$ cat config.mk
export PLATFORM = sky130hd
export DESIGN_NAME = monitor_regs
export DESIGN_NICKNAME = d
export VERILOG_FILES = /design/src/verilog/monitor_regs.v /design/src/verilog/fault_latch.v /design/src/verilog/pin_port.v
export VERILOG_INCLUDE_DIRS = /design/src /design/src/verilog
export SDC_FILE = /design/constraint.sdc
export NUM_CORES = 1
export LEC_CHECK = 0
export ABC_AREA = 1
export ABC_CLOCK_PERIOD_IN_PS = 1900
export CAP_MARGIN = 0
export CORE_UTILIZATION = 40
export DETAILED_ROUTE_END_ITERATION = 8
export DONT_BUFFER_PORTS = 1
export PLACE_DENSITY_LB_ADDON = 0.15
export REMOVE_ABC_BUFFERS = 1
export SKIP_LAST_GASP = 1
export SLEW_MARGIN = 15
export SYNTH_ARGS = -nofsm -noshare
export SYNTH_HDL_FRONTEND = slang
export SYNTH_HIERARCHICAL = 1
export SYNTH_SLANG_ARGS = --single-unit
$ cat constraint.sdc
create_clock -name clk_sys -period 1.9 [get_ports clk_sys]
set_input_delay 0.285 -clock clk_sys [delete_from_list [all_inputs] [get_ports clk_sys]]
set_output_delay 0.285 -clock clk_sys [all_outputs]
set_load 0.02 [all_outputs]
$ cat src/verilog/monitor_regs_defs.vh
// Constants for the monitor configuration, pin and fault-status register slice.
// Assumes inclusion by bare name from the design files.
`ifndef MONITOR_REGS_DEFS_VH
`define MONITOR_REGS_DEFS_VH

`define IDX_CFG            8'h7D
`define IDX_TEST_ONE       8'h7E
`define IDX_TEST_TWO       8'h7F
`define IDX_PIN_CFG        8'h80
`define IDX_FAULT_STATUS   8'h81
`define IDX_FAULT_MASK     8'h83
`define IDX_SUMMARY_MASK   8'h82
`define IDX_LOCK_CTRL      8'h40
`define IDX_IRQ_STATUS     8'hF0
`define IDX_IRQ_MASK       8'hF1

`define CFG_RESET          8'h00
`define TEST_RESET         8'h00
`define PIN_RESET          8'h00
`define STATUS_RESET       8'h00

`define PINFN_LSB          0
`define PINFN_MSB          1
`define PINFN_TACH         2'b00
`define PINFN_OVERTEMP     2'b01
`define PINFN_ALERT        2'b10
`define CFG_OT_OFF         2
`define CFG_FAN_SEL        3
`define CFG_BYP_LSB        4
`define CFG_BYP_MSB        7

`define PIN_TWO_DATA       2
`define PIN_ONE_DATA       3
`define PIN_TWO_POL        4
`define PIN_ONE_POL        5
`define PIN_TWO_DIR        6
`define PIN_ONE_DIR        7
`define PIN_WR_MASK        8'hFC

`define STATUS_WR_MASK     8'hF8
`define STATUS_LSB         3
`define STATUS_MSB         7
`define LOCK_BIT           0
`define SUMMARY_BIT        7

`define LIMIT_OFF_OFFSET64 8'h00
`define LIMIT_OFF_TWOS     8'h80
`define FAN_FULL_DUTY      8'hFF

`define IRQ_BITS           2
`define IRQ_FAULT          0
`define IRQ_PIN            1

`define RESP_OKAY          2'b00
`define RESP_SLVERR        2'b10

`endif

$ cat src/verilog/monitor_regs.v
// Configuration, factory test, general pin and fourth fault-status registers
// of a hardware monitor, reached over AXI4-Lite.
// Assumes all inputs are synchronous to clk_sys; limit and fault inputs come
// from the measurement engines outside.
// Summary of operation
// Config bits 1:0 pick multiplexed pin role: tach, overtemp, alert, reserved.
// Config bit 2 set suppresses the overtemperature output on every channel.
// Limit at -64 offset-binary or -128 two's-complement disables that channel.
// On overtemp, fans go full unless bit 3 picks per-fan maximum settings.
// Config bits 7:4 bypass attenuators on four voltage channels.
// With lock set, config and test registers ignore writes.
// Test registers reset to zero and are read-only.
// Input pins read back their current level in the data bit; the code inverts it when the pin's polarity bit is clear.
// Output pins are driven from their data bit.
// Polarity bits 4 and 5 set active level of pins two and one.
// Direction bits 6 and 7 set input or output; reset makes outputs.
// Status bits 3 to 5 set on remote temperature limit faults.
// Status bits 6 and 7 set on current and termination voltage faults.
// Reading status clears a bit only when its fault has gone.
// Reserved status and pin-config bits are not writable.
// Mask bits plus summary mask suppress the alert for these sources.
// Reserved bits read zero; status bits stay latched until the clearing read.
//
// Decided for this implementation: register access over AXI4-Lite.
`include "monitor_regs_defs.vh"
module monitor_regs (
  input  wire        clk_sys,
  input  wire        reset,
  input  wire        clk_en,
  input  wire [31:0] s_axi_awaddr,
  input  wire        s_axi_awvalid,
  output wire        s_axi_awready,
  input  wire [31:0] s_axi_wdata,
  input  wire [3:0]  s_axi_wstrb,
  input  wire        s_axi_wvalid,
  output wire        s_axi_wready,
  output reg  [1:0]  s_axi_bresp,
  output reg         s_axi_bvalid,
  input  wire        s_axi_bready,
  input  wire [31:0] s_axi_araddr,
  input  wire        s_axi_arvalid,
  output wire        s_axi_arready,
  output reg  [31:0] s_axi_rdata,
  output reg  [1:0]  s_axi_rresp,
  output reg         s_axi_rvalid,
  input  wire        s_axi_rready,
  input  wire        twos_complement,
  input  wire [3:0]  chan_overtemp,
  input  wire [31:0] chan_overtemp_limit,
  input  wire [23:0] fan_max_speed,
  input  wire [4:0]  fault_in,
  input  wire        fan_tach_pin,
  input  wire        overtemp_in,
  input  wire        alert_in,
  output reg         overtemp_signal,
  output reg         mux_pin_out,
  output reg         mux_pin_oe,
  output reg  [7:0]  fan_duty_0,
  output reg  [7:0]  fan_duty_1,
  output reg  [7:0]  fan_duty_2,
  output reg         fan_override,
  output reg         fan_tach_input,
  output reg  [3:0]  divider_bypass,
  input  wire        pin_one_in,
  output wire        pin_one_out,
  output wire        pin_one_oe,
  input  wire        pin_two_in,
  output wire        pin_two_out,
  output wire        pin_two_oe,
  output reg         alert_out,
  output wire        irq
);

  function [7:0] word_index;
    input [31:0] byte_addr;
    begin
      word_index = byte_addr[9:2];
    end
  endfunction

  function mapped;
    input [7:0] idx;
    begin
      case (idx)
        `IDX_CFG, `IDX_TEST_ONE, `IDX_TEST_TWO, `IDX_PIN_CFG, `IDX_FAULT_STATUS,
        `IDX_FAULT_MASK, `IDX_SUMMARY_MASK, `IDX_LOCK_CTRL, `IDX_IRQ_STATUS,
        `IDX_IRQ_MASK: mapped = 1'b1;
        default:       mapped = 1'b0;
      endcase
    end
  endfunction

  reg  [7:0] cfg_r;
  reg  [7:0] test_one_r;
  reg  [7:0] test_two_r;
  reg  [7:0] pin_cfg_r;
  reg  [7:0] fault_mask_r;
  reg        summary_mask_r;
  reg        lock_r;
  reg  [1:0] irq_status_r;
  reg  [1:0] irq_mask_r;
  reg  [4:0] fault_prev_r;

  reg        aw_held_r;
  reg [31:0] aw_addr_r;
  reg        w_held_r;
  reg [31:0] w_data_r;
  reg  [3:0] w_strb_r;

  wire [4:0] fault_flags;
  wire [7:0] status_view;
  wire       pin_one_rd;
  wire       pin_two_rd;
  wire [7:0] pin_view;
  wire [7:0] wr_idx;
  wire [7:0] rd_idx;
  wire       wr_fire;
  wire       rd_fire;
  wire       wr_lane0;
  wire       status_read;
  wire [3:0] chan_enabled;
  wire       any_overtemp;
  wire [1:0] irq_events;

  // Write channels are held until both have arrived; one response at a time
  assign s_axi_awready = ~aw_held_r & ~s_axi_bvalid;
  assign s_axi_wready  = ~w_held_r & ~s_axi_bvalid;
  assign s_axi_arready = ~s_axi_rvalid;

  assign wr_fire  = aw_held_r & w_held_r & ~s_axi_bvalid;
  assign rd_fire  = s_axi_arvalid & s_axi_arready;
  assign wr_idx   = word_index(aw_addr_r);
  assign rd_idx   = word_index(s_axi_araddr);
  assign wr_lane0 = w_strb_r[0];
  assign status_read = rd_fire & (rd_idx == `IDX_FAULT_STATUS) & clk_en;

  genvar g;
  generate
    for (g = 0; g < 5; g = g + 1) begin : flag_gen
      fault_latch u_latch (
        .clk_sys  (clk_sys),
        .reset    (reset),
        .clk_en   (clk_en),
        .fault    (fault_in[g]),
        .rd_clear (status_read),
        .flag_r   (fault_flags[g])
      );
    end
    for (g = 0; g < 4; g = g + 1) begin : chan_gen
      assign chan_enabled[g] = twos_complement ?
        (chan_overtemp_limit[g*8 +: 8] != `LIMIT_OFF_TWOS) :
        (chan_overtemp_limit[g*8 +: 8] != `LIMIT_OFF_OFFSET64);
    end
  endgenerate

  assign status_view = {fault_flags, 3'b000};
  assign pin_view = {pin_cfg_r[7:4], pin_one_rd, pin_two_rd, 2'b00};

  pin_port u_pin_one (
    .clk_sys     (clk_sys),
    .reset       (reset),
    .clk_en      (clk_en),
    .dir_in      (pin_cfg_r[`PIN_ONE_DIR]),
    .active_high (pin_cfg_r[`PIN_ONE_POL]),
    .data_bit    (pin_cfg_r[`PIN_ONE_DATA]),
    .pin_in      (pin_one_in),
    .pin_out     (pin_one_out),
    .pin_oe      (pin_one_oe),
    .read_bit    (pin_one_rd)
  );

  pin_port u_pin_two (
    .clk_sys     (clk_sys),
    .reset       (reset),
    .clk_en      (clk_en),
    .dir_in      (pin_cfg_r[`PIN_TWO_DIR]),
    .active_high (pin_cfg_r[`PIN_TWO_POL]),
    .data_bit    (pin_cfg_r[`PIN_TWO_DATA]),
    .pin_in      (pin_two_in),
    .pin_out     (pin_two_out),
    .pin_oe      (pin_two_oe),
    .read_bit    (pin_two_rd)
  );

  // Bus write path
  always @(posedge clk_sys) begin
    if (reset) begin
      aw_held_r      <= 1'b0;
      aw_addr_r      <= 32'h0000_0000;
      w_held_r       <= 1'b0;
      w_data_r       <= 32'h0000_0000;
      w_strb_r       <= 4'h0;
      s_axi_bvalid   <= 1'b0;
      s_axi_bresp    <= `RESP_OKAY;
      cfg_r          <= `CFG_RESET;
      test_one_r     <= `TEST_RESET;
      test_two_r     <= `TEST_RESET;
      pin_cfg_r      <= `PIN_RESET;
      fault_mask_r   <= `STATUS_RESET;
      summary_mask_r <= 1'b0;
      lock_r         <= 1'b0;
      irq_mask_r     <= 2'b00;
    end else if (clk_en) begin
      if (s_axi_awvalid & s_axi_awready) begin
        aw_held_r <= 1'b1;
        aw_addr_r <= s_axi_awaddr;
      end
      if (s_axi_wvalid & s_axi_wready) begin
        w_held_r <= 1'b1;
        w_data_r <= s_axi_wdata;
        w_strb_r <= s_axi_wstrb;
      end
      if (s_axi_bvalid & s_axi_bready)
        s_axi_bvalid <= 1'b0;
      if (wr_fire) begin
        aw_held_r    <= 1'b0;
        w_held_r     <= 1'b0;
        s_axi_bvalid <= 1'b1;
        s_axi_bresp  <= mapped(wr_idx) ? `RESP_OKAY : `RESP_SLVERR;
        if (wr_lane0) begin
          case (wr_idx)
            `IDX_CFG: begin
              if (!lock_r)
                cfg_r <= w_data_r[7:0];
            end
            `IDX_PIN_CFG: begin
              pin_cfg_r <= w_data_r[7:0] & `PIN_WR_MASK;
            end
            `IDX_FAULT_MASK: begin
              fault_mask_r <= w_data_r[7:0] & `STATUS_WR_MASK;
            end
            `IDX_SUMMARY_MASK: begin
              summary_mask_r <= w_data_r[`SUMMARY_BIT];
            end
            `IDX_LOCK_CTRL: begin
              // Lock is sticky until reset
              if (w_data_r[`LOCK_BIT])
                lock_r <= 1'b1;
            end
            `IDX_IRQ_MASK: begin
              irq_mask_r <= w_data_r[`IRQ_BITS-1:0];
            end
            default: begin
              // Test registers are read-only to software
            end
          endcase
        end
      end
    end
  end

  // Bus read path
  always @(posedge clk_sys) begin
    if (reset) begin
      s_axi_rvalid <= 1'b0;
      s_axi_rdata  <= 32'h0000_0000;
      s_axi_rresp  <= `RESP_OKAY;
    end else if (clk_en) begin
      if (s_axi_rvalid & s_axi_rready)
        s_axi_rvalid <= 1'b0;
      if (rd_fire) begin
        s_axi_rvalid <= 1'b1;
        s_axi_rresp  <= mapped(rd_idx) ? `RESP_OKAY : `RESP_SLVERR;
        case (rd_idx)
          `IDX_CFG:          s_axi_rdata <= {24'h00_0000, cfg_r};
          `IDX_TEST_ONE:     s_axi_rdata <= {24'h00_0000, test_one_r};
          `IDX_TEST_TWO:     s_axi_rdata <= {24'h00_0000, test_two_r};
          `IDX_PIN_CFG:      s_axi_rdata <= {24'h00_0000, pin_view};
          `IDX_FAULT_STATUS: s_axi_rdata <= {24'h00_0000, status_view};
          `IDX_FAULT_MASK:   s_axi_rdata <= {24'h00_0000, fault_mask_r};
          `IDX_SUMMARY_MASK: s_axi_rdata <= {24'h00_0000, summary_mask_r, 7'h00};
          `IDX_LOCK_CTRL:    s_axi_rdata <= {31'h0000_0000, lock_r};
          `IDX_IRQ_STATUS:   s_axi_rdata <= {30'h0000_0000, irq_status_r};
          `IDX_IRQ_MASK:     s_axi_rdata <= {30'h0000_0000, irq_mask_r};
          default:           s_axi_rdata <= 32'h0000_0000;
        endcase
      end
    end
  end

  // Overtemperature, fan and multiplexed pin control
  assign any_overtemp = |(chan_overtemp & chan_enabled);

  always @(posedge clk_sys) begin
    if (reset) begin
      overtemp_signal <= 1'b0;
      fan_override    <= 1'b0;
      fan_duty_0      <= 8'h00;
      fan_duty_1      <= 8'h00;
      fan_duty_2      <= 8'h00;
      divider_bypass  <= 4'h0;
      alert_out       <= 1'b0;
      mux_pin_out     <= 1'b0;
      mux_pin_oe      <= 1'b0;
      fan_tach_input  <= 1'b0;
    end else if (clk_en) begin
      overtemp_signal <= any_overtemp & ~cfg_r[`CFG_OT_OFF];
      // Fans respond to the limit even when the pin output is suppressed
      fan_override    <= any_overtemp;
      if (cfg_r[`CFG_FAN_SEL]) begin
        fan_duty_0 <= fan_max_speed[7:0];
        fan_duty_1 <= fan_max_speed[15:8];
        fan_duty_2 <= fan_max_speed[23:16];
      end else begin
        fan_duty_0 <= `FAN_FULL_DUTY;
        fan_duty_1 <= `FAN_FULL_DUTY;
        fan_duty_2 <= `FAN_FULL_DUTY;
      end
      divider_bypass <= cfg_r[`CFG_BYP_MSB:`CFG_BYP_LSB];
      alert_out <= (|(fault_flags & ~fault_mask_r[`STATUS_MSB:`STATUS_LSB]) |
                    (|fault_flags & ~summary_mask_r)) | alert_in;
      case (cfg_r[`PINFN_MSB:`PINFN_LSB])
        `PINFN_TACH: begin
          mux_pin_oe     <= 1'b0;
          mux_pin_out    <= 1'b0;
          fan_tach_input <= fan_tach_pin;
        end
        `PINFN_OVERTEMP: begin
          // Open-drain, active low
          mux_pin_oe     <= any_overtemp & ~cfg_r[`CFG_OT_OFF] | overtemp_in;
          mux_pin_out    <= 1'b0;
          fan_tach_input <= 1'b0;
        end
        `PINFN_ALERT: begin
          mux_pin_oe     <= alert_out;
          mux_pin_out    <= 1'b0;
          fan_tach_input <= 1'b0;
        end
        default: begin
          mux_pin_oe     <= 1'b0;
          mux_pin_out    <= 1'b0;
          fan_tach_input <= 1'b0;
        end
      endcase
    end
  end

  // Interrupt: new faults and the XOR of the input-pin read bits, write one to clear
  assign irq_events[`IRQ_FAULT] = |(fault_in & ~fault_prev_r);
  assign irq_events[`IRQ_PIN]   = (pin_one_rd & pin_cfg_r[`PIN_ONE_DIR]) ^
                                  (pin_two_rd & pin_cfg_r[`PIN_TWO_DIR]) ^ 1'b0;

  always @(posedge clk_sys) begin
    if (reset) begin
      irq_status_r <= 2'b00;
      fault_prev_r <= 5'h00;
    end else if (clk_en) begin
      fault_prev_r <= fault_in;
      if (wr_fire & wr_lane0 & (wr_idx == `IDX_IRQ_STATUS))
        irq_status_r <= (irq_status_r & ~w_data_r[`IRQ_BITS-1:0]) | irq_events;
      else
        irq_status_r <= irq_status_r | irq_events;
    end
  end

  assign irq = |(irq_status_r & ~irq_mask_r);

endmodule

$ cat src/verilog/fault_latch.v
// One sticky fault flag with clear-on-read that only clears once the fault is gone.
// Assumes fault is synchronous to clk_sys and rd_clear is a one-cycle pulse.
module fault_latch (
  input  wire clk_sys,
  input  wire reset,
  input  wire clk_en,
  input  wire fault,
  input  wire rd_clear,
  output reg  flag_r
);
  always @(posedge clk_sys) begin
    if (reset) begin
      flag_r <= 1'b0;
    end else if (clk_en) begin
      // A live fault always wins over the clearing read
      if (fault)
        flag_r <= 1'b1;
      else if (rd_clear)
        flag_r <= 1'b0;
    end
  end
endmodule

$ cat src/verilog/pin_port.v
// One general-purpose pin: direction, polarity and data bit.
// Assumes pin_in is synchronous to clk_sys.
module pin_port (
  input  wire clk_sys,
  input  wire reset,
  input  wire clk_en,
  input  wire dir_in,
  input  wire active_high,
  input  wire data_bit,
  input  wire pin_in,
  output reg  pin_out,
  output reg  pin_oe,
  output reg  read_bit
);
  always @(posedge clk_sys) begin
    if (reset) begin
      pin_out  <= 1'b0;
      pin_oe   <= 1'b1;
      read_bit <= 1'b0;
    end else if (clk_en) begin
      pin_oe   <= ~dir_in;
      // Asserted level depends on polarity; deasserted is the opposite
      pin_out  <= active_high ? data_bit : ~data_bit;
      read_bit <= dir_in ? (active_high ? pin_in : ~pin_in) : data_bit;
    end
  end
endmodule

### After elaboration in Yosys (flattened, before gate mapping)

Cells that the tools add are included.
Widths: inputs -> output; s select.

| cells by class | value |
|---|---|
| shifts and indexed selects | 0 |
| divide/modulo/power cells | 0 |
| reduce and logical (&&, ||, !) cells | 40 |
| add/subtract/negate cells | 0 |
| equal/unequal tests | 26 |
| bitwise gates (word level) | 45 |
| muxes and demuxes | 41 |
| multiply operators | 0 |
| order comparisons | 0 |

Operator list:

| cell | count |
|---|---|
| $eq 8x8->1 const B | 12 |
| $eq 8x7->1 const B | 8 |
| $pmux 8 s8 | 1 |
| $mux 1 | 33 |
| $ne 8x8->1 const B | 4 |
| $reduce_bool 8->1 | 4 |
| $reduce_and 2->1 | 13 |
| $mux 8 | 3 |
| $reduce_or 10->1 | 2 |
| $reduce_bool 2->1 | 9 |
| $and 1x1->1 | 17 |
| $reduce_and 4->1 | 4 |
| $reduce_or 5->1 | 3 |
| $not 1->1 | 13 |
| $and 5x5->5 | 2 |
| $not 5->5 | 2 |
| $reduce_and 5->1 | 2 |
| $mux 2 | 3 |
| $and 2x2->2 | 2 |
| $and 4x4->4 | 1 |
| $not 2->2 | 2 |
| $or 2x2->2 | 2 |
| $reduce_or 4->1 | 1 |
| $or 1x1->1 | 3 |
| other kinds (6) | 6 |

| word-level totals | value |
|---|---|
| input port bits | 179 |
| output and inout bits | 80 |
| bits in latches | 0 |
| bits in read-only memories | 0 |
| memory bits (writable) | 0 |
| bits in registers | 133 |
| memories kept | 0 |

### Depth between registers and ports, before layout

Gate-level depths: netlist (run 1).

| depth | value |
|---|---|
| depth after elaboration | 7 |
| gate-level depth with buffers | 12 |
| mapped depth without buffers | 12 |

### Modules after synthesis

Netlist (run 1), hierarchy kept.

By module, submodules not included:

| module | area each (µm²) | instances | cells each |
|---|---|---|---|
| monitor_regs | 4,369.2 | 1 | 552 |
| pin_port | 145.1 | 2 | 22 |
| fault_latch | 40.0 | 5 | 5 |

### Worst setup path before layout (run 1)

OpenSTA, ideal clock, no wires.

| timing path | value |
|---|---|
| kind | register -> register |
| from | register s_axi_rvalid |
| to | register flag_gen[2].u_latch.flag_r |
| setup time | 0.114 ns |
| stages on the path, launching flop included | 8 |
| slack | 0.360 ns |
| data arrival time | 1.426 ns |
| data required time | 1.786 ns |
| buffers on the path | 1 |
| cells stage by stage | dfxtp_1 > inv_1 > nand3_1 > clkbuf_1 > nor3_1 > nand2_1 > nand2_1 > a21oi_2 |

| between the ends | value |
|---|---|
| word-level cells in the longest chain between the ends | 6 |

RTL lines:

| element | RTL line | source |
|---|---|---|
| start, declared | monitor_regs.v:45 | `output reg s_axi_rvalid,` |
| start signal, assigned | monitor_regs.v:255 | `s_axi_rvalid <= 1'b0;` |
| start signal, assigned | monitor_regs.v:260 | `s_axi_rvalid <= 1'b0;` |
| start signal, assigned | monitor_regs.v:262 | `s_axi_rvalid <= 1'b1;` |
| $not 1->1 | monitor_regs.v:128 | `assign s_axi_arready = ~s_axi_rvalid;` |
| via s_axi_arready | monitor_regs.v:42 | `output wire s_axi_arready,` |
| $and 1x1->1 | monitor_regs.v:131 | `assign rd_fire = s_axi_arvalid & s_axi_arready;` |
| $and 1x1->1 (2 in series) | monitor_regs.v:135 | `` assign status_read = rd_fire & (rd_idx == `IDX_FAULT_STATUS) & clk_en; `` |
| via status_read | monitor_regs.v:120 | `wire status_read;` |
| $reduce_bool 2->1 (no source line) | - |  |
| $reduce_and 2->1 (no source line) | - |  |
| end signal, assigned | fault_latch.v:13 | `flag_r <= 1'b0;` |
| end signal, assigned | fault_latch.v:17 | `flag_r <= 1'b1;` |
| end signal, assigned | fault_latch.v:19 | `flag_r <= 1'b0;` |
| end, declared | fault_latch.v:9 | `output reg flag_r` |

The timed path passes the listed nets, and every way through them passes these cells.
A chain may end at the register's enable or synchronous reset.

### Final worst setup path (run 1)

Ends and elaborated chain as after synthesis.

==> results of run 1 <==
-- cells by family after synthesis --
family / after synthesis / synth area share
adders and majority gates: 3 / 0.00772
other: 1 / 0.000772
buffers and inverters: 131 / 0.129
xor gates and xnor gates: 1 / 0.00180
DFF: 105 / 0.433
AOI/OAI and AO/OA: 174 / 0.227
and+or+nand+nor: 206 / 0.202
-- through the flow --
step | util | total power [mW]
3_5_place_dp | 0.419 | 2.88
2_1_floorplan | - | 2.79
5_1_grt | 0.447 | 4.86
6_report | 0.447 | 4.64
4_1_cts | 0.446 | 4.70
3_3_place_gp | 0.419 | 2.87
-- flip-flops by register name, summed over array words and instances (netlist names), 6 cells and up --
signal and cells:
aw_addr_r 8, pin_cfg_r 6, fan_duty_2 8, fan_duty_0 8, w_data_r 8, s_axi_rdata 8, cfg_r 8, fan_duty_1 8
-- critical path, stage by stage, from the launching register on --
cell and delay [ps]:
dfxtp_1 390, inv_1 210, nand3_1 330, nor3_1 280
buf_4 170, nand2_1 50, nand2_1 70, a21oi_2 50
-- report_power, final --
group	total, mW	internal (mW)	switching [mW]
Sequential	2.46	2.30	0.152
Clock	1.79	0.967	0.825
Combinational	0.389	0.143	0.246
Total	4.64	3.42	1.22
-- routing by layer --
layer  up-vias  GRT usage
li1       2020          -
met2       140      0.306
met4         0     0.0836
met5         -          0
met3        15     0.0405
met1      1788      0.254
-- placed cells by master (no fill, tap or decap), types with 3 or more instances in the layout --
cell type	n
a21oi_1	60
a21oi_2	5
a22o_1	4
buf_4	5
clkbuf_16	9
conb_1	27
dfxtp_1	105
dlygate4sd3_1	3
ha_1	3
inv_1	77
nand2_1	90
nand3_1	21
nor2_1	59
nor2_2	4
nor3_1	9
nor4_1	3
o21ai_0	54
o21ai_1	8
o221a_2	24
o22ai_1	7
-- synth_stat cells, drive strengths merged --
cell type	n
a221oi	2
nor2	66
a41oi	1
buf	35
o21ai	62
o2111ai	1
nand2	90
conb	1
o21bai	2
xnor2	1
ha	3
a22o	4
o22ai	7
nand3b	2
clkbuf	16
o31ai	2
or2	4
o211ai	1
o221a	24
dfxtp	105
and2	1
o221ai	2
nand4	3
nand3	24
a211oi	1
a21oi	65
inv	80
nor4	5
nor3	11
-- final cells by class --
cell class	instances	share of cell area
Clock inverter	3	0.00483
Multi-Input combinational cell	411	0.430
Sequential cell	105	0.405
Timing Repair Buffer	9	0.0169
Inverter	80	0.0584
Tap cell	143	0.0345
Clock buffer	13	0.0502
-- worst paths after layout --
kind                                       from                    endpoint  depth (start not counted)
worst max-delay path               s_axi_rvalid  flag_gen[2].u_latch/flag_r                          7
worst min-delay path                     clk_en           divider_bypass[2]                          1
worst max register to register     s_axi_rvalid  flag_gen[2].u_latch/flag_r                          7
worst min register to register  fault_prev_r[2]             fault_prev_r[2]                          2
-- repair_timing --
item / in CTS / in global routing
hold buffers: 2 / 1
buffers inserted: 0 / 0
resized for setup: 0 / 1
hold endpoints to repair: 17 / 1
setup endpoints to repair: 0 / 1
==> impl_metrics.py, run 1 <==
metrics = {
    "yosys": {
        "ys_seq_area_frac": 0.433,
        "ys_ff_latch": 105,
        "syn_avg_cell_area_um2": 7.83,
        "synth_top_cell_by_area": "dfxtp_1",
        "yosys_warnings": 6,
        "synth_top_cell_area_share": 0.433,
        "synthCells": 621,
        "synth.distinct_cells": 46,
        "synth_top_cells_by_area": "dfxtp_1 43%, nand2_1 7.0%, a21oi_1 6.2%, inv_1 6.1%, o21ai_0 5.6%",
        "netlist_area_um2": 4860,
    },
    "grt": {
        "antenna_found_initial": 0,
        "grt_max_degree": 74,
        "grt_pass1_wl_um": 18800,
        "grtUsageTotal": 0.193,
        "overflow": 0,
        "first_global_vias": 3731,
    },
    "timing": {
        "finalClockSkew_ps": 8.46,
        "fin_crit_ps": 1700,
        "max_freq_mhz": 589,
        "worstMarginPinSlew_ps": 942,
        "fin_hold_ws_ps": 35.1,
        "hold_viol": 0,
        "setup_slack_ps": 203,
        "rsz0062_at_grt": "no",
        "period_share": 0.893,
        "drv_slew": 0,
        "finalSetupViolations": 0,
        "slew_headroom": 0.370,
        "tns_ps": 0,
    },
    "clocking": {
        "cts_root_buf": "clkbuf_16",
        "numCtsBuffers": 9,
        "cts.sinks": 105,
        "clockBufferDepth": 2,
        "cts_tree": "done",
        "clock_latency_ps": 350,
        "htree_levels": 3,
        "path_clk_slew_ps": 70,
    },
    "finish": {
        "n_antenna_cell": 0,
        "final_cell_area_um2": 5190,
        "multi_input_area_um2": 2230,
        "drive_above_1_share": 0.113,
        "regArea_um2": 2100,
        "fillCellCount": 1185,
        "area_growth_pct": 6.72,
        "layout.cells.non_filler": 764,
        "nets": 798,
    },
    "critical_path": {
        "crit_type": "reg -> reg",
        "end_kind": "flop",
        "critical_path.max_fanout": 6,
        "required_ps": 2100,
        "cp.arrival_ps": 1900,
        "rrSetupSlack_ps": 200,
        "cp-start-kind": "flop",
    },
    "place": {
        "place_area_um2": 4870,
        "dp_hpwl_um": 8500,
        "dp_cells": 745,
        "place.gp.congestion": 0.862,
        "pre_cts_slack_ps": 184,
        "portBuffers": 0,
    },
    "detailed_routing": {
        "met1Wirelength_um": 5600,
        "met2_length_um": 5350,
        "drc": 12,
        "antenna_left": 0,
        "wl_per_cell_um": 15.6,
        "wl_um": 12000,
        "viasPerCell": 5.19,
        "vias": 3963,
        "wl_met3_um": 793,
        "drt-initial-drc-count": 166,
        "first_pass_iters": 9,
        "route.top_layer_used": "met4",
    },
    "pwr": {
        "power_density_nw_per_um2": 894,
        "vdd_drop_max_mv": 0.475,
        "p_leak_nw": 2.10,
    },
    "hold_path": {
        "hp-class": "in -> reg",
    },
    "run_status": {
        "violations": "DRC",
        "status": "finished, violations left",
    },
    "floorplan": {
        "io_pins": 259,
        "num_rows": 39,
        "initial_core_util": 0.418,
        "dieArea_um2": 12600,
        "die_w_um": 112,
        "die_y_um": 112,
        "core_um2": 11600,
    },
    "run": {
        "drv_cap": 0,
    },
}
Power figures use the tool's default switching activity.
==> inputs of run 2 (changes only) <==
--- a/config.mk
+++ b/config.mk
@@ -9,7 +9,7 @@
 export ABC_AREA = 1
 export ABC_CLOCK_PERIOD_IN_PS = 1900
 export CAP_MARGIN = 0
-export CORE_UTILIZATION = 40
+export CORE_UTILIZATION = 35
 export DETAILED_ROUTE_END_ITERATION = 8
 export DONT_BUFFER_PORTS = 1
 export PLACE_DENSITY_LB_ADDON = 0.15
==> run 2 against run 1 <==
Combinational power hardly changed. Non-clock buffer count is 1 higher. Die area is 14% higher. Utilization is 5.3 points lower. Clock skew is 1.9 ps lower. The flow now finishes without violations. Register-to-register slack better by 40 ps. Critical path type unchanged. Largest cell class unchanged. Fmax is 2.6% higher.
==> impl_metrics.py, run 2 (synthesized netlist as in run 1, its figures left out) <==
metrics = {
    "floorplan": {
        "initial_core_util": 0.363,
        "num_rows": 42,
        "die_w_um": 120,
        "io_pins": 259,
        "die_y_um": 120,
        "core_um2": 13400,
        "dieArea_um2": 14400,
    },
    "grt": {
        "grt_util_met2": 0.271,
        "grt_max_degree": 74,
        "overflow": 0,
        "antenna_found_initial": 0,
        "grtUsageMet3": 0.0418,
        "grtUsageTotal": 0.176,
        "busiest_layer": "met2",
        "use_met1": 0.234,
        "first_global_vias": 3698,
        "grt_pass1_wl_um": 19400,
    },
    "timing": {
        "max_freq_mhz": 605,
        "rsz0062_at_grt": "no",
        "period_share": 0.870,
        "slew_headroom": 0.307,
        "hold_viol": 0,
        "drv_slew": 0,
        "finalSetupViolations": 0,
        "worstMarginPinSlew_ps": 1040,
        "finalClockSkew_ps": 6.51,
        "fin_crit_ps": 1650,
        "tns_ps": 0,
    },
    "detailed_routing": {
        "wl_um": 12400,
        "viasPerCell": 5.04,
        "first_pass_iters": 4,
        "antenna_left": 0,
        "wl_per_cell_um": 15.5,
        "vias": 4016,
        "drt-initial-drc-count": 187,
        "drc": 0,
    },
    "pwr": {
        "power_density_nw_per_um2": 930,
        "vdd_drop_max_mv": 0.387,
        "p_leak_nw": 2.12,
    },
    "finish": {
        "n_antenna_cell": 0,
        "final_common_cell": "dfxtp_1",
        "fin_util": 0.393,
        "regArea_um2": 2100,
        "multi_input_area_um2": 2240,
        "layout_common_cells": "105 x dfxtp_1, 90 x nand2_1, 78 x inv_1, 60 x a21oi_1, 59 x nor2_1",
        "fillCellCount": 1355,
        "area_growth_pct": 8.47,
        "nets": 799,
        "drive_above_1_share": 0.116,
        "layout.cells.non_filler": 797,
    },
    "critical_path": {
        "cp_slowest_cell": "dfxtp_1",
        "critical_path.max_fanout": 14,
        "worstPathCellList": "nand2_1 > inv_1 > nand3_1 > nor4_2 > nand3_4 > inv_1 > o21ai_0 > a21oi_1",
        "crit_type": "reg -> reg",
        "cp-start-kind": "flop",
        "cp.arrival_ps": 1940,
        "slowest_delay_ps": 360,
        "crit_top_cell": "inv_1",
        "required_ps": 2180,
        "end_kind": "flop",
    },
    "place": {
        "place.gp.congestion": 0.781,
        "dp_cells": 780,
        "dp_hpwl_um": 8880,
        "portBuffers": 0,
    },
    "clocking": {
        "postCtsSetupRepairBufs": 0,
        "cts.sinks": 105,
        "numCtsBuffers": 9,
        "clock_latency_ps": 350,
        "cts_root_buf": "clkbuf_16",
        "cts_tree": "done",
        "path_clk_slew_ps": 70,
        "htree_levels": 3,
        "clockBufferDepth": 2,
    },
    "run_status": {
        "status": "completed",
    },
    "run": {
        "drv_cap": 0,
    },
    "hold_path": {
        "hp-class": "in -> reg",
    },
}
[run 2: cell count changes in the layout (fill, tap and decap cells not counted), sizes merged]
cell         change
clkinvlp         -1
bufinv           +2
dlygate4sd3      -1
clkinv           -2
buf              +2
[run 2: metrics by stage]
stage	worst slack, ps	hold WS [ps]	cell area, um2	total power, mW
after detailed placement	248	357	4910	2.88
final	246	39.9	5270	4.90
after floorplan	254	347	4630	2.79
after CTS	227	15.7	5270	4.97
after global placement	295	357	4910	2.87
after global routing	71.9	20.5	5270	5.10
[run 2: worst paths after layout]
path                                      start           endpoint  slack (ps)  depth (start not counted)
worst max-delay path               aw_addr_r[7]           cfg_r[7]         250                          8
worst min-delay path                     clk_en  divider_bypass[2]          40                          1
worst max register to register     aw_addr_r[7]           cfg_r[7]         250                          8
worst min register to register  fault_prev_r[2]    fault_prev_r[2]         450                          2
[run 2: what timing repair did]
action | CTS | global route
hold buffers | 2 | 0
setup endpoints to repair | 0 | 1
gates resized for setup | 0 | 1
endpoints found under the hold margin | 19 | 0
[run 2: power by group]
part	switching [mW]	total (mW)	internal (mW)
Sequential	0.152	2.46	2.31
Clock	0.803	2.06	1.26
Combinational	0.246	0.388	0.142
Total	1.20	4.90	3.70
[run 2: layer usage]
metal  up-vias  wire, um
met4         0       249
met3        16       822
met1      1845      5820
li1       2020         -
met5         -         0
met2       135      5490
[run 2: worst max-delay path: cells and delay by family, from the launching register on]
kind                   cells  cell delay [ps]
buffers and inverters      2              240
flip-flops                 1              360
AO/OA/AOI/OAI              2              210
AND/OR/NAND/NOR            4              780
[run 2: cell type report]
| type | count | share of cell area |
|---|---|---|
| inverter | 80 | 0.0574 |
| tap | 176 | 0.0418 |
| multi-input combinational | 411 | 0.424 |
| clock buffer | 13 | 0.0513 |
| timing repair buffer | 10 | 0.0152 |
| sequential | 105 | 0.399 |
| clock inverter | 2 | 0.0114 |
==> inputs of run 3 (changes only) <==
--- a/config.mk
+++ b/config.mk
@@ -7,7 +7,6 @@
 export NUM_CORES = 1
 export LEC_CHECK = 0
 export ABC_AREA = 1
-export ABC_CLOCK_PERIOD_IN_PS = 1900
 export CAP_MARGIN = 0
 export CORE_UTILIZATION = 35
 export DETAILED_ROUTE_END_ITERATION = 8
==> constraint.sdc (replaced) <==
create_clock -name clk_sys -period 1.8 [get_ports clk_sys]
set_input_delay 0.36 -clock clk_sys [delete_from_list [all_inputs] [get_ports clk_sys]]
set_output_delay 0.36 -clock clk_sys [all_outputs]
set_load 0.02 [all_outputs]
==> run 3 against run 2 <==
Flip-flop and latch count unchanged. Via count about the same. Final cell count up 0.38%. Utilization about the same. First-iteration DRC count up 11%. Critical path depth unchanged. Worst hold slack better by 29 ps. Clock power up 2%. Non-clock buffer count up 3. Worst setup slack worse by 93 ps. Wire length down 1.8%. Final area about the same.
==> impl_metrics.py, run 3 (synthesized netlist as in run 1, its figures left out) <==
metrics = {
    "run_status": {
        "status": "completed",
    },
    "timing": {
        "slew_headroom": 0.474,
        "finalSetupViolations": 0,
        "tns_ps": 0,
        "hold_viol": 0,
        "rsz0062_at_grt": "no",
        "worstMarginPinSlew_ps": 786,
        "fin_crit_ps": 1650,
        "setup_slack_ps": 154,
        "drv_slew": 0,
        "period_share": 0.915,
        "max_freq_mhz": 607,
        "finalClockSkew_ps": 10.5,
    },
    "detailed_routing": {
        "first_pass_iters": 6,
        "vias": 4015,
        "viasPerCell": 5.02,
        "wl_per_cell_um": 15.2,
        "drt-initial-drc-count": 208,
        "drc": 0,
        "antenna_left": 0,
        "wl_um": 12200,
    },
    "place": {
        "place.gp.congestion": 0.812,
        "portBuffers": 0,
        "place_area_um2": 4960,
        "pre_cts_slack_ps": 154,
        "dp_hpwl_um": 8980,
    },
    "pwr": {
        "p_total_mw": 5.09,
        "vdd_drop_max_mv": 0.423,
        "power_density_nw_per_um2": 965,
        "p_leak_nw": 2.14,
    },
    "grt": {
        "antenna_found_initial": 0,
        "use_met1": 0.223,
        "grtUsageMet3": 0.0342,
        "busiest_layer": "met2",
        "grt_util_met2": 0.276,
        "grtUsageTotal": 0.172,
        "overflow": 0,
        "first_global_vias": 3746,
        "grt_max_degree": 74,
        "grt_pass1_wl_um": 19200,
    },
    "clocking": {
        "path_clk_slew_ps": 70,
        "cts_tree": "done",
        "cts.sinks": 105,
        "cts_root_buf": "clkbuf_16",
        "numCtsBuffers": 9,
        "clockBufferDepth": 2,
        "hold_buffers": 0,
        "cts_resized": 0,
        "htree_levels": 3,
        "postCtsSetupRepairBufs": 0,
        "clock_latency_ps": 350,
    },
    "critical_path": {
        "reg2reg_from": "aw_addr_r[7]",
        "required_ps": 2080,
        "critical_path.max_fanout": 14,
        "crit_type": "reg -> reg",
        "end_kind": "flop",
        "cp-start-kind": "flop",
        "cp.arrival_ps": 1930,
        "cp-startpoint": "aw_addr_r[7]",
    },
    "finish": {
        "drive_above_1_share": 0.120,
        "nets": 802,
        "n_antenna_cell": 0,
        "final_cell_area_um2": 5280,
        "area_growth_pct": 8.57,
        "layout_common_cells": "105 x dfxtp_1, 90 x nand2_1, 78 x inv_1, 60 x a21oi_1, 59 x nor2_1",
        "final_common_cell": "dfxtp_1",
        "fillCellCount": 1393,
    },
    "floorplan": {
        "die_y_um": 120,
        "die_w_um": 120,
        "initial_core_util": 0.363,
        "io_pins": 259,
        "core_um2": 13400,
        "num_rows": 42,
        "dieArea_um2": 14400,
    },
    "hold_path": {
        "hp-class": "in -> reg",
        "hold_start": "reset",
    },
    "run": {
        "drv_cap": 0,
    },
}
[run 3: cell types whose count changed in the layout (fill, tap and decap cells not counted), sizes merged]
cell,previous run,this run
buf,8,13
dlygate4sd3,2,0
clkbuf,13,12
clkinv,0,1
[run 3: final cells by class]
class	count	area [um2]	share of cell area
Clock inverter	3	65.1	0.0123
Inverter	80	303	0.0574
Timing Repair Buffer	13	110	0.0209
Tap cell	176	220	0.0417
Multi-Input combinational cell	411	2230	0.423
Clock buffer	12	246	0.0467
Sequential cell	105	2100	0.398
[run 3: per-stage QoR]
stage / hold slack, ps / util / cells
2_1_floorplan: 422 / - / 596
3_3_place_gp: 432 / 0.370 / 785
3_5_place_dp: 432 / 0.370 / 785
4_1_cts: 59.0 / 0.394 / 800
5_1_grt: 59.0 / 0.394 / 800
6_report: 68.8 / 0.394 / 800
[run 3: worst paths after layout]
path	to	slack (ps)	cells after the start
min	flag_gen[1].u_latch/flag_r	70	1
max reg2reg	cfg_r[7]	150	8
max	cfg_r[7]	150	8
min reg2reg	irq_status_r[0]	460	2
[run 3: power breakdown]
part           switching [mW]  leakage [nW]  total, mW  internal (mW)
registers               0.159         0.864       2.59           2.43
logic                   0.251          1.12      0.405          0.154
clock network           0.848         0.153       2.10           1.25
total                    1.26          2.14       5.09           3.84
[run 3: per-layer routing]
| layer | routed length, um | share of wire |
|---|---|---|
| met1 | 5760 | 0.47 |
| met2 | 5570 | 0.46 |
| met3 | 692 | 0.057 |
| met4 | 143 | 0.012 |
| met5 | 0 | 0 |
[run 3: worst max-delay path, stage by stage (launching register included)]
cell and delay [ps]:
dfxtp_1 350, nand2_1 60, inv_1 70, nand3_1 100, nor4_2 330, nand3_4 280
inv_1 180, o21ai_0 90, a21oi_1 130
